<file path="src/logic/dcg_cfg.svh">
// command codes, flash-control constants and gate constants for the debug command gate
`ifndef DCG_CFG_SVH
`define DCG_CFG_SVH

// ==================================================
// command bytes
`define DCG_CMD_REV       8'h00
`define DCG_CMD_STAT      8'h02
`define DCG_CMD_RTC       8'h03
`define DCG_CMD_WR_CTL    8'h04
`define DCG_CMD_RD_CTL    8'h05
`define DCG_CMD_WR_PC     8'h06
`define DCG_CMD_RD_PC     8'h07
`define DCG_CMD_WR_REG    8'h08
`define DCG_CMD_RD_REG    8'h09
`define DCG_CMD_WR_PMEM   8'h0A
`define DCG_CMD_RD_PMEM   8'h0B
`define DCG_CMD_WR_DMEM   8'h0C
`define DCG_CMD_RD_DMEM   8'h0D
`define DCG_CMD_CRC       8'h0E
`define DCG_CMD_STEP      8'h10
`define DCG_CMD_STUFF     8'h11
`define DCG_CMD_EXEC      8'h12

// ==================================================
// reply fill and control-byte fields
`define DCG_FILL_BYTE     8'hFF
`define DCG_HALT_POS      7

// ==================================================
// flash control register address and mass-erase value (plain defaults)
`define DCG_FLASH_CTL_ADDR 12'hFF8
`define DCG_MASS_ERASE     8'h63

`endif

</file>
<file path="src/logic/dcg_pkg.sv">
// types shared by the debug command gate
package dcg_pkg;
  typedef enum logic [0:0] {
    DCG_IDLE,
    DCG_ACTIVE
  } dcg_state_t;

  // what a decoded command does with its payload
  typedef enum logic [1:0] {
    DCG_KIND_READ,
    DCG_KIND_WRITE,
    DCG_KIND_CPU
  } dcg_kind_t;
endpackage

</file>
<file path="src/logic/dcg_gate.sv">
// debug command decoder and permission gate
`timescale 1ns/100ps
`include "dcg_cfg.svh"

module dcg_gate
  import dcg_pkg::*;
(
  // clock and reset
  input  wire logic        clk,
  input  wire logic        resetn,
  // byte stream from the serial framer
  input  wire logic        byte_valid,
  input  wire logic        byte_is_cmd,
  input  wire logic [7:0]  byte_data,
  input  wire logic [11:0] reg_addr,
  input  wire logic        cmd_end,
  // device state
  input  wire logic        debug_halt_bit,
  input  wire logic        read_protection_option,
  // decode results
  output logic             cmd_taken,
  output logic [7:0]       cmd_code,
  output logic             cmd_allowed,
  output logic             cmd_reserved,
  output logic             busy,
  output logic             reply_fill,
  // gated payload and processor control
  output logic             pay_wr,
  output logic [7:0]       pay_data,
  output logic             cpu_step
);

  // ==================================================
  // reset release
  logic rst_meta;
  logic rst_n;

  // async assert, synchronous release
  always_ff @(posedge clk or negedge resetn) begin
    if (!resetn) begin
      rst_meta <= 1'b0;
      rst_n    <= 1'b0;
    end else begin
      rst_meta <= 1'b1;
      rst_n    <= rst_meta;
    end
  end

  // ==================================================
  // decode and permission
  logic      dec_defined;
  logic      dec_normal_ok;
  logic      dec_rp_block;
  dcg_kind_t dec_kind;

  // classify the incoming command byte
  always_comb begin
    dec_defined   = 1'b1;
    dec_normal_ok = 1'b0;
    dec_rp_block  = 1'b0;
    dec_kind      = DCG_KIND_READ;
    case (byte_data)
      `DCG_CMD_REV, `DCG_CMD_STAT, `DCG_CMD_RD_CTL: begin
        dec_normal_ok = 1'b1;
      end
      `DCG_CMD_WR_CTL: begin
        dec_normal_ok = 1'b1;
        dec_kind      = DCG_KIND_WRITE;
      end
      `DCG_CMD_RTC, `DCG_CMD_CRC: begin
      end
      `DCG_CMD_RD_PC, `DCG_CMD_RD_REG, `DCG_CMD_RD_PMEM, `DCG_CMD_RD_DMEM: begin
        dec_rp_block = 1'b1;
      end
      `DCG_CMD_WR_PC, `DCG_CMD_WR_PMEM, `DCG_CMD_WR_DMEM: begin
        dec_rp_block = 1'b1;
        dec_kind     = DCG_KIND_WRITE;
      end
      `DCG_CMD_WR_REG: begin
        dec_kind = DCG_KIND_WRITE; // filtered per byte under protection
      end
      `DCG_CMD_STEP, `DCG_CMD_STUFF, `DCG_CMD_EXEC: begin
        dec_rp_block = 1'b1;
        dec_kind     = DCG_KIND_CPU;
      end
      default: begin
        dec_defined = 1'b0;
      end
    endcase
  end

  logic dec_allowed;
  // normal mode lets the small subset through, debug mode all unless protected
  assign dec_allowed = debug_halt_bit ? !(read_protection_option && dec_rp_block)
                                      : dec_normal_ok;

  // ==================================================
  // command state
  dcg_state_t state;
  dcg_state_t next_state;
  dcg_kind_t  kind;
  dcg_kind_t  next_kind;
  logic [7:0] next_cmd_code;
  logic       next_cmd_allowed;
  logic       next_cmd_taken;
  logic       next_cmd_reserved;
  logic       next_reply_fill;
  logic       next_cpu_step;
  logic       next_busy;
  logic       cmd_start;

  // a command byte is taken only while idle; stray bytes in idle are dropped
  assign cmd_start = (state == DCG_IDLE) && byte_valid && byte_is_cmd;

  // next values for the command tracking
  always_comb begin
    next_state        = state;
    next_kind         = kind;
    next_cmd_code     = cmd_code;
    next_cmd_allowed  = cmd_allowed;
    next_reply_fill   = reply_fill;
    next_cmd_taken    = 1'b0;
    next_cmd_reserved = 1'b0;
    next_cpu_step     = 1'b0;
    if (cmd_start) begin
      if (dec_defined) begin
        next_state       = DCG_ACTIVE;
        next_kind        = dec_kind;
        next_cmd_code    = byte_data;
        next_cmd_allowed = dec_allowed;
        next_cmd_taken   = 1'b1;
        next_reply_fill  = !dec_allowed && (dec_kind == DCG_KIND_READ);
        next_cpu_step    = dec_allowed && (byte_data == `DCG_CMD_STEP);
      end else begin
        next_cmd_reserved = 1'b1;
      end
    end else if (state == DCG_ACTIVE && cmd_end) begin
      next_state      = DCG_IDLE;
      next_reply_fill = 1'b0;
    end
    next_busy = (next_state == DCG_ACTIVE); // registered so the pin never glitches on decode
  end

  // register the command tracking
  always_ff @(posedge clk or negedge rst_n) begin
    if (!rst_n) begin
      state        <= DCG_IDLE;
      kind         <= DCG_KIND_READ;
      cmd_code     <= 8'h00;
      cmd_allowed  <= 1'b0;
      cmd_taken    <= 1'b0;
      cmd_reserved <= 1'b0;
      reply_fill   <= 1'b0;
      cpu_step     <= 1'b0;
      busy         <= 1'b0;
    end else begin
      state        <= next_state;
      kind         <= next_kind;
      cmd_code     <= next_cmd_code;
      cmd_allowed  <= next_cmd_allowed;
      cmd_taken    <= next_cmd_taken;
      cmd_reserved <= next_cmd_reserved;
      reply_fill   <= next_reply_fill;
      cpu_step     <= next_cpu_step;
      busy         <= next_busy;
    end
  end

  // ==================================================
  // payload gate
  logic       pay_in;
  logic       pay_ok;
  logic       next_pay_wr;
  logic [7:0] next_pay_data;
  logic       rp_on;

  // payload bytes are always consumed; only permitted ones go further
  assign pay_in = busy && byte_valid && !byte_is_cmd && (kind != DCG_KIND_READ);
  assign rp_on  = read_protection_option && debug_halt_bit;

  // per-byte permission and control-byte shaping
  always_comb begin
    pay_ok        = cmd_allowed;
    next_pay_data = byte_data;
    if (rp_on && cmd_code == `DCG_CMD_WR_REG) begin
      // protected register write reaches only flash control, and only mass erase
      pay_ok = cmd_allowed && (reg_addr == `DCG_FLASH_CTL_ADDR)
               && (byte_data == `DCG_MASS_ERASE);
    end
    if (read_protection_option && cmd_code == `DCG_CMD_WR_CTL) begin
      // halt bit can be raised but a zero leaves it as it is
      next_pay_data[`DCG_HALT_POS] = byte_data[`DCG_HALT_POS] | debug_halt_bit;
    end
    next_pay_wr = pay_in && pay_ok;
  end

  // register the gated payload
  always_ff @(posedge clk or negedge rst_n) begin
    if (!rst_n) begin
      pay_wr   <= 1'b0;
      pay_data <= 8'h00;
    end else begin
      pay_wr   <= next_pay_wr;
      pay_data <= next_pay_data;
    end
  end

  // ==================================================
  // checks
  property p_normal_subset;
    @(posedge clk) disable iff (!rst_n)
      (cmd_start && !debug_halt_bit && byte_data == `DCG_CMD_WR_PC)
        |=> (cmd_taken && !cmd_allowed);
  endproperty
  a_normal_subset: assert property (p_normal_subset) else $error("pc write outside debug");

  property p_normal_ctl;
    @(posedge clk) disable iff (!rst_n)
      (cmd_start && byte_data == `DCG_CMD_WR_CTL) |=> cmd_allowed;
  endproperty
  a_normal_ctl: assert property (p_normal_ctl) else $error("control write refused");

  property p_debug_all;
    @(posedge clk) disable iff (!rst_n)
      (cmd_start && dec_defined && debug_halt_bit && !read_protection_option) |=> cmd_allowed;
  endproperty
  a_debug_all: assert property (p_debug_all) else $error("debug command refused");

  property p_rp_block;
    @(posedge clk) disable iff (!rst_n)
      (cmd_start && read_protection_option && byte_data == `DCG_CMD_RD_PMEM)
        |=> (!cmd_allowed && reply_fill);
  endproperty
  a_rp_block: assert property (p_rp_block) else $error("protected read not gated");

  property p_rp_crc;
    @(posedge clk) disable iff (!rst_n)
      (cmd_start && debug_halt_bit && byte_data == `DCG_CMD_CRC) |=> cmd_allowed;
  endproperty
  a_rp_crc: assert property (p_rp_crc) else $error("crc command gated");

  property p_rp_regwr;
    @(posedge clk) disable iff (!rst_n)
      (pay_in && rp_on && cmd_code == `DCG_CMD_WR_REG
        && (reg_addr != `DCG_FLASH_CTL_ADDR || byte_data != `DCG_MASS_ERASE)) |=> !pay_wr;
  endproperty
  a_rp_regwr: assert property (p_rp_regwr) else $error("protected register write passed");

  property p_mass_erase;
    @(posedge clk) disable iff (!rst_n)
      (pay_in && cmd_allowed && rp_on && cmd_code == `DCG_CMD_WR_REG
        && reg_addr == `DCG_FLASH_CTL_ADDR && byte_data == `DCG_MASS_ERASE)
        |=> (pay_wr && pay_data == `DCG_MASS_ERASE);
  endproperty
  a_mass_erase: assert property (p_mass_erase) else $error("mass erase dropped");

  property p_halt_kept;
    @(posedge clk) disable iff (!rst_n)
      (pay_in && read_protection_option && debug_halt_bit && cmd_code == `DCG_CMD_WR_CTL)
        |=> (pay_wr && pay_data[`DCG_HALT_POS]);
  endproperty
  a_halt_kept: assert property (p_halt_kept) else $error("halt bit cleared");

  property p_gated_write;
    @(posedge clk) disable iff (!rst_n)
      (busy && !cmd_allowed) |=> !pay_wr;
  endproperty
  a_gated_write: assert property (p_gated_write) else $error("gated write leaked");

  property p_reserved;
    @(posedge clk) disable iff (!rst_n)
      (cmd_start && !dec_defined) |=> (cmd_reserved && !busy && !cmd_taken && !cpu_step);
  endproperty
  a_reserved: assert property (p_reserved) else $error("reserved byte acted on");

  property p_step_gated;
    @(posedge clk) disable iff (!rst_n)
      (cmd_start && byte_data == `DCG_CMD_STEP && !dec_allowed) |=> (!cpu_step && busy);
  endproperty
  a_step_gated: assert property (p_step_gated) else $error("gated step advanced");

endmodule

</file>
<file path="config.mk">
export PLATFORM = sky130hd
export DESIGN_NAME = dcg_gate
export DESIGN_NICKNAME = d
export VERILOG_FILES = /design/src/logic/dcg_pkg.sv /design/src/logic/dcg_gate.sv
export VERILOG_INCLUDE_DIRS = /design/src /design/src/logic
export SDC_FILE = /design/constraint.sdc
export NUM_CORES = 1
export LEC_CHECK = 0
export BUFFER_PORTS_ARGS = -buffer_cell sky130_fd_sc_hd__buf_2
export CORE_MARGIN = 2
export CORE_UTILIZATION = 47
export CTS_CLUSTER_SIZE = 14
export DETAILED_ROUTE_END_ITERATION = 8
export GPL_TIMING_DRIVEN = 0
export HOLD_SLACK_MARGIN = 0.06
export PLACE_DENSITY = 0.8
export SYNTH_ARGS = -nofsm -noshare
export SYNTH_HDL_FRONTEND = slang
export SYNTH_SLANG_ARGS = --single-unit
export TNS_END_PERCENT = 20
</file>
<file path="constraint.sdc">
create_clock -name clk -period 1 [get_ports clk]
set_input_delay 0.2 -clock clk [delete_from_list [all_inputs] [get_ports clk]]
set_output_delay 0.2 -clock clk [all_outputs]
set_load 0.1 [all_outputs]
</file>
==> impl_metrics.toml <==
[timing]
fmax_mhz = 613
worst_slew_pin_slew_ns = 0.549
hold_viol_final = 0
slew_headroom_pct = 63.4
fin_hold_ws_ns = 0.114
finalSetupViolations = 41
setup_tns_ns = -12.11
period_needed_ns = 1.63
timing.final.crit_share_pct = 163
rsz0062_at_grt = "true"
fin_ws_ns = -0.632
fin_skew_ns = 0.00734
drv_slew = 0

[die]
initial_core_util_pct = 49.6
fp.dieH_um = 54.9
placementRows = 18
die_x_um = 54.9
dieArea_um2 = 3010
ios = 50
core-area_um2 = 2450

[power_and_ir_drop]
peakVddDrop_mv = 1.24
power.share.clock_pct = 15.5
p_comb_share_pct = 41.6
p_int_w = 0.00183
pwr-share-seq_pct = 42.9
p_total_w = 0.00306
switching_share_pct = 40.3
p_per_area_nw_per_um2 = 1490
switching_power_w = 0.00123
power_leakage_nw = 0.946

[setup_path]
cp-start-kind = "flop"
worstReg2RegEnd = "cmd_code[7]$_DFFE_PN0P_"
worstPathMaxFanout = 6
timing.rr.start = "state$_DFFE_PN0P_"
worstSetupStartpoint = "state$_DFFE_PN0P_"
setup.worst_path.end = "cmd_code[7]$_DFFE_PN0P_"
crit_type = "flop to flop"
end_kind = "flop"
r2r_slack_ns = -0.63
crit_required_ns = 1.24
worstRegToRegCells = 7
arrival_ns = 1.87

[route]
first_pass_iters = 4
drc = 0
drt-total-wl_mm = 3.50
ant_nets = 0
vias = 1106
wire_per_inst_um = 17.3
routed_via_density = 5.48
drt_iter0_drc = 24

[yosys]
synth.area.top_cells = "dfrtp_1, mux2_4, o21ai_0, mux2_1, nand2_1"
async_flop_share_pct = 100
synth.avg_cell_area_um2 = 11.7
synth_edf_count = 0
yosysTopAreaCell = "dfrtp_1"
yosys.area.top_type_share_pct = 55.5
synth_area_um2 = 1220
syn-num-nets = 131
ys_ff_latch = 27
synth-seq-area-share_pct = 55.5
synth_flop_cell = "dfrtp_1"
ys_types = 40
yosys_warnings = 0
netlist_instances = 104

[global_routing]
grtUsageTotal_pct = 25.2
grt_pass1_wl_mm = 5.31
grt_start_max_net_pins = 26
antenna_found_initial = 0
grt_overflow_total = 0
grt_pass1_vias = 1123

[finish]
fin_util_pct = 83.6
fin_nets = 200
final_cell_mix = "buf_2, dfrtp_1, buf_8"
antenna_cells = 0
final_common_cell = "buf_2"
drive_gt1_share_pct = 54.1
area_delta_synth_final_pct = 68.7

[run_status]
status = "complete, but fails checks"
violations = "negative setup slack"

[clock_tree]
clk_latency_ns = 0.32
cts_tree = "yes"
cts-root-buf = "clkbuf_4"
cts_buffers = 3
h-tree-depth = 1
clk_path_buf_depth = 2
cts.reportedPaths.clkPinSlew_ns = 0.15
numClockSinks = 27

[place]
pre_cts_slack_ns = -0.996
hpwl_mm = 2.22
io_buffers = 49
gp_congestion = 0.863

[worst_hold_path]
worst_hold_path_type = "primary input to flop"

[run]
drv_cap = 0
[Yosys cell counts, types with 3 or more instances]
| cell | number |
|---|---|
| a21oi_1 | 3 |
| nor4_1 | 3 |
| buf_2 | 3 |
| mux2_4 | 4 |
| o21ai_0 | 5 |
| and2_1 | 3 |
| dfrtp_1 | 27 |
| nor2_1 | 5 |
| nand3_1 | 3 |
| inv_1 | 5 |
| nand2_1 | 6 |
[repair_timing]
item / in CTS / in global routing
hold endpoints to repair: 9 / 0
gates resized for setup: 87 / 14
hold buffers: 8 / 0
pin swaps: 4 / 4
setup buffers: 6 / 1
endpoints found under the setup margin: 66 / 41
[per-layer routing]
layer / vias to the layer above / GRT usage, % / share of wire, %
met5: - / 0 / 0
met4: 0 / 6.50 / 0.69
met3: 4 / 3.23 / 5.5
met2: 54 / 47.2 / 55
met1: 536 / 30.3 / 39
li1: 512 / - / -
[registers in the layout, indices dropped and copies added (netlist names)]
| signal | count |
|---|---|
| cpu_step | 1 |
| pay_data | 8 |
| rst_n | 1 |
| cmd_code | 8 |
| cmd_reserved | 1 |
| pay_wr | 1 |
| reply_fill | 1 |
| cmd_allowed | 1 |
| cmd_taken | 1 |
| rst_meta | 1 |
| state | 1 |
| kind | 2 |
[power groups by stage]
stage	registers [W]	clock network, W	logic (W)
floorplan	0.00184	0	0.000207
global placement	0.00127	0	0.000963
detailed placement	0.00128	0	0.000978
CTS	0.00130	0.000484	0.00123
global route	0.00132	0.000523	0.00131
finish	0.00131	0.000475	0.00127
[worst min path at each step]
stage / depth (start not counted) / slack (ns) / end / startpoint
2_1_floorplan: 0 / -0.1 / rst_meta$_DFF_PN0_ / resetn
3_3_place_gp: 1 / -0.01 / rst_meta$_DFF_PN0_ / resetn
3_5_place_dp: 1 / -0.01 / rst_meta$_DFF_PN0_ / resetn
4_1_cts: 1 / 0.09 / pay_data[4]$_DFF_PN0_ / byte_data[4]
5_1_grt: 1 / 0.1 / pay_data[4]$_DFF_PN0_ / byte_data[4]
6_report: 1 / 0.11 / pay_data[4]$_DFF_PN0_ / byte_data[4]
[kinds of logic after synthesis]
logic type | synth area share, %
buffers and inverters | 4.32
other | 0.308
and+or+nand+nor | 19.5
DFF | 55.5
muxes | 8.43
xor gates and xnor gates | 0.720
AOI/OAI and AO/OA | 11.2
[worst max-delay path: stages, from the launching register on]
cell and delay (ns):
dfrtp_4 0.52, inv_4 0.07, nand3_4 0.06, or3_4 0.39
buf_8 0.15, buf_6 0.13, buf_6 0.10, and2_4 0.12
[area by class of cell]
| class | instances | area (µm²) |
|---|---|---|
| plain buffers | 5 | 45.0 |
| multi-input cells | 66 | 561 |
| clock buffers | 4 | 26.3 |
| flip-flops and latches | 27 | 696 |
| inverters | 6 | 25.0 |
| well taps | 30 | 37.5 |
| repair buffers | 64 | 663 |
| fillers | 126 | 402 |
[through the flow]
step           cell area [µm²]  std cells
6_report                  2050        202
5_1_grt                   2050        202
4_1_cts                   2010        201
3_5_place_dp              1540        183
3_3_place_gp              1540        183
2_1_floorplan             1260        104
Note: power is estimated with default switching activity, not from simulation.
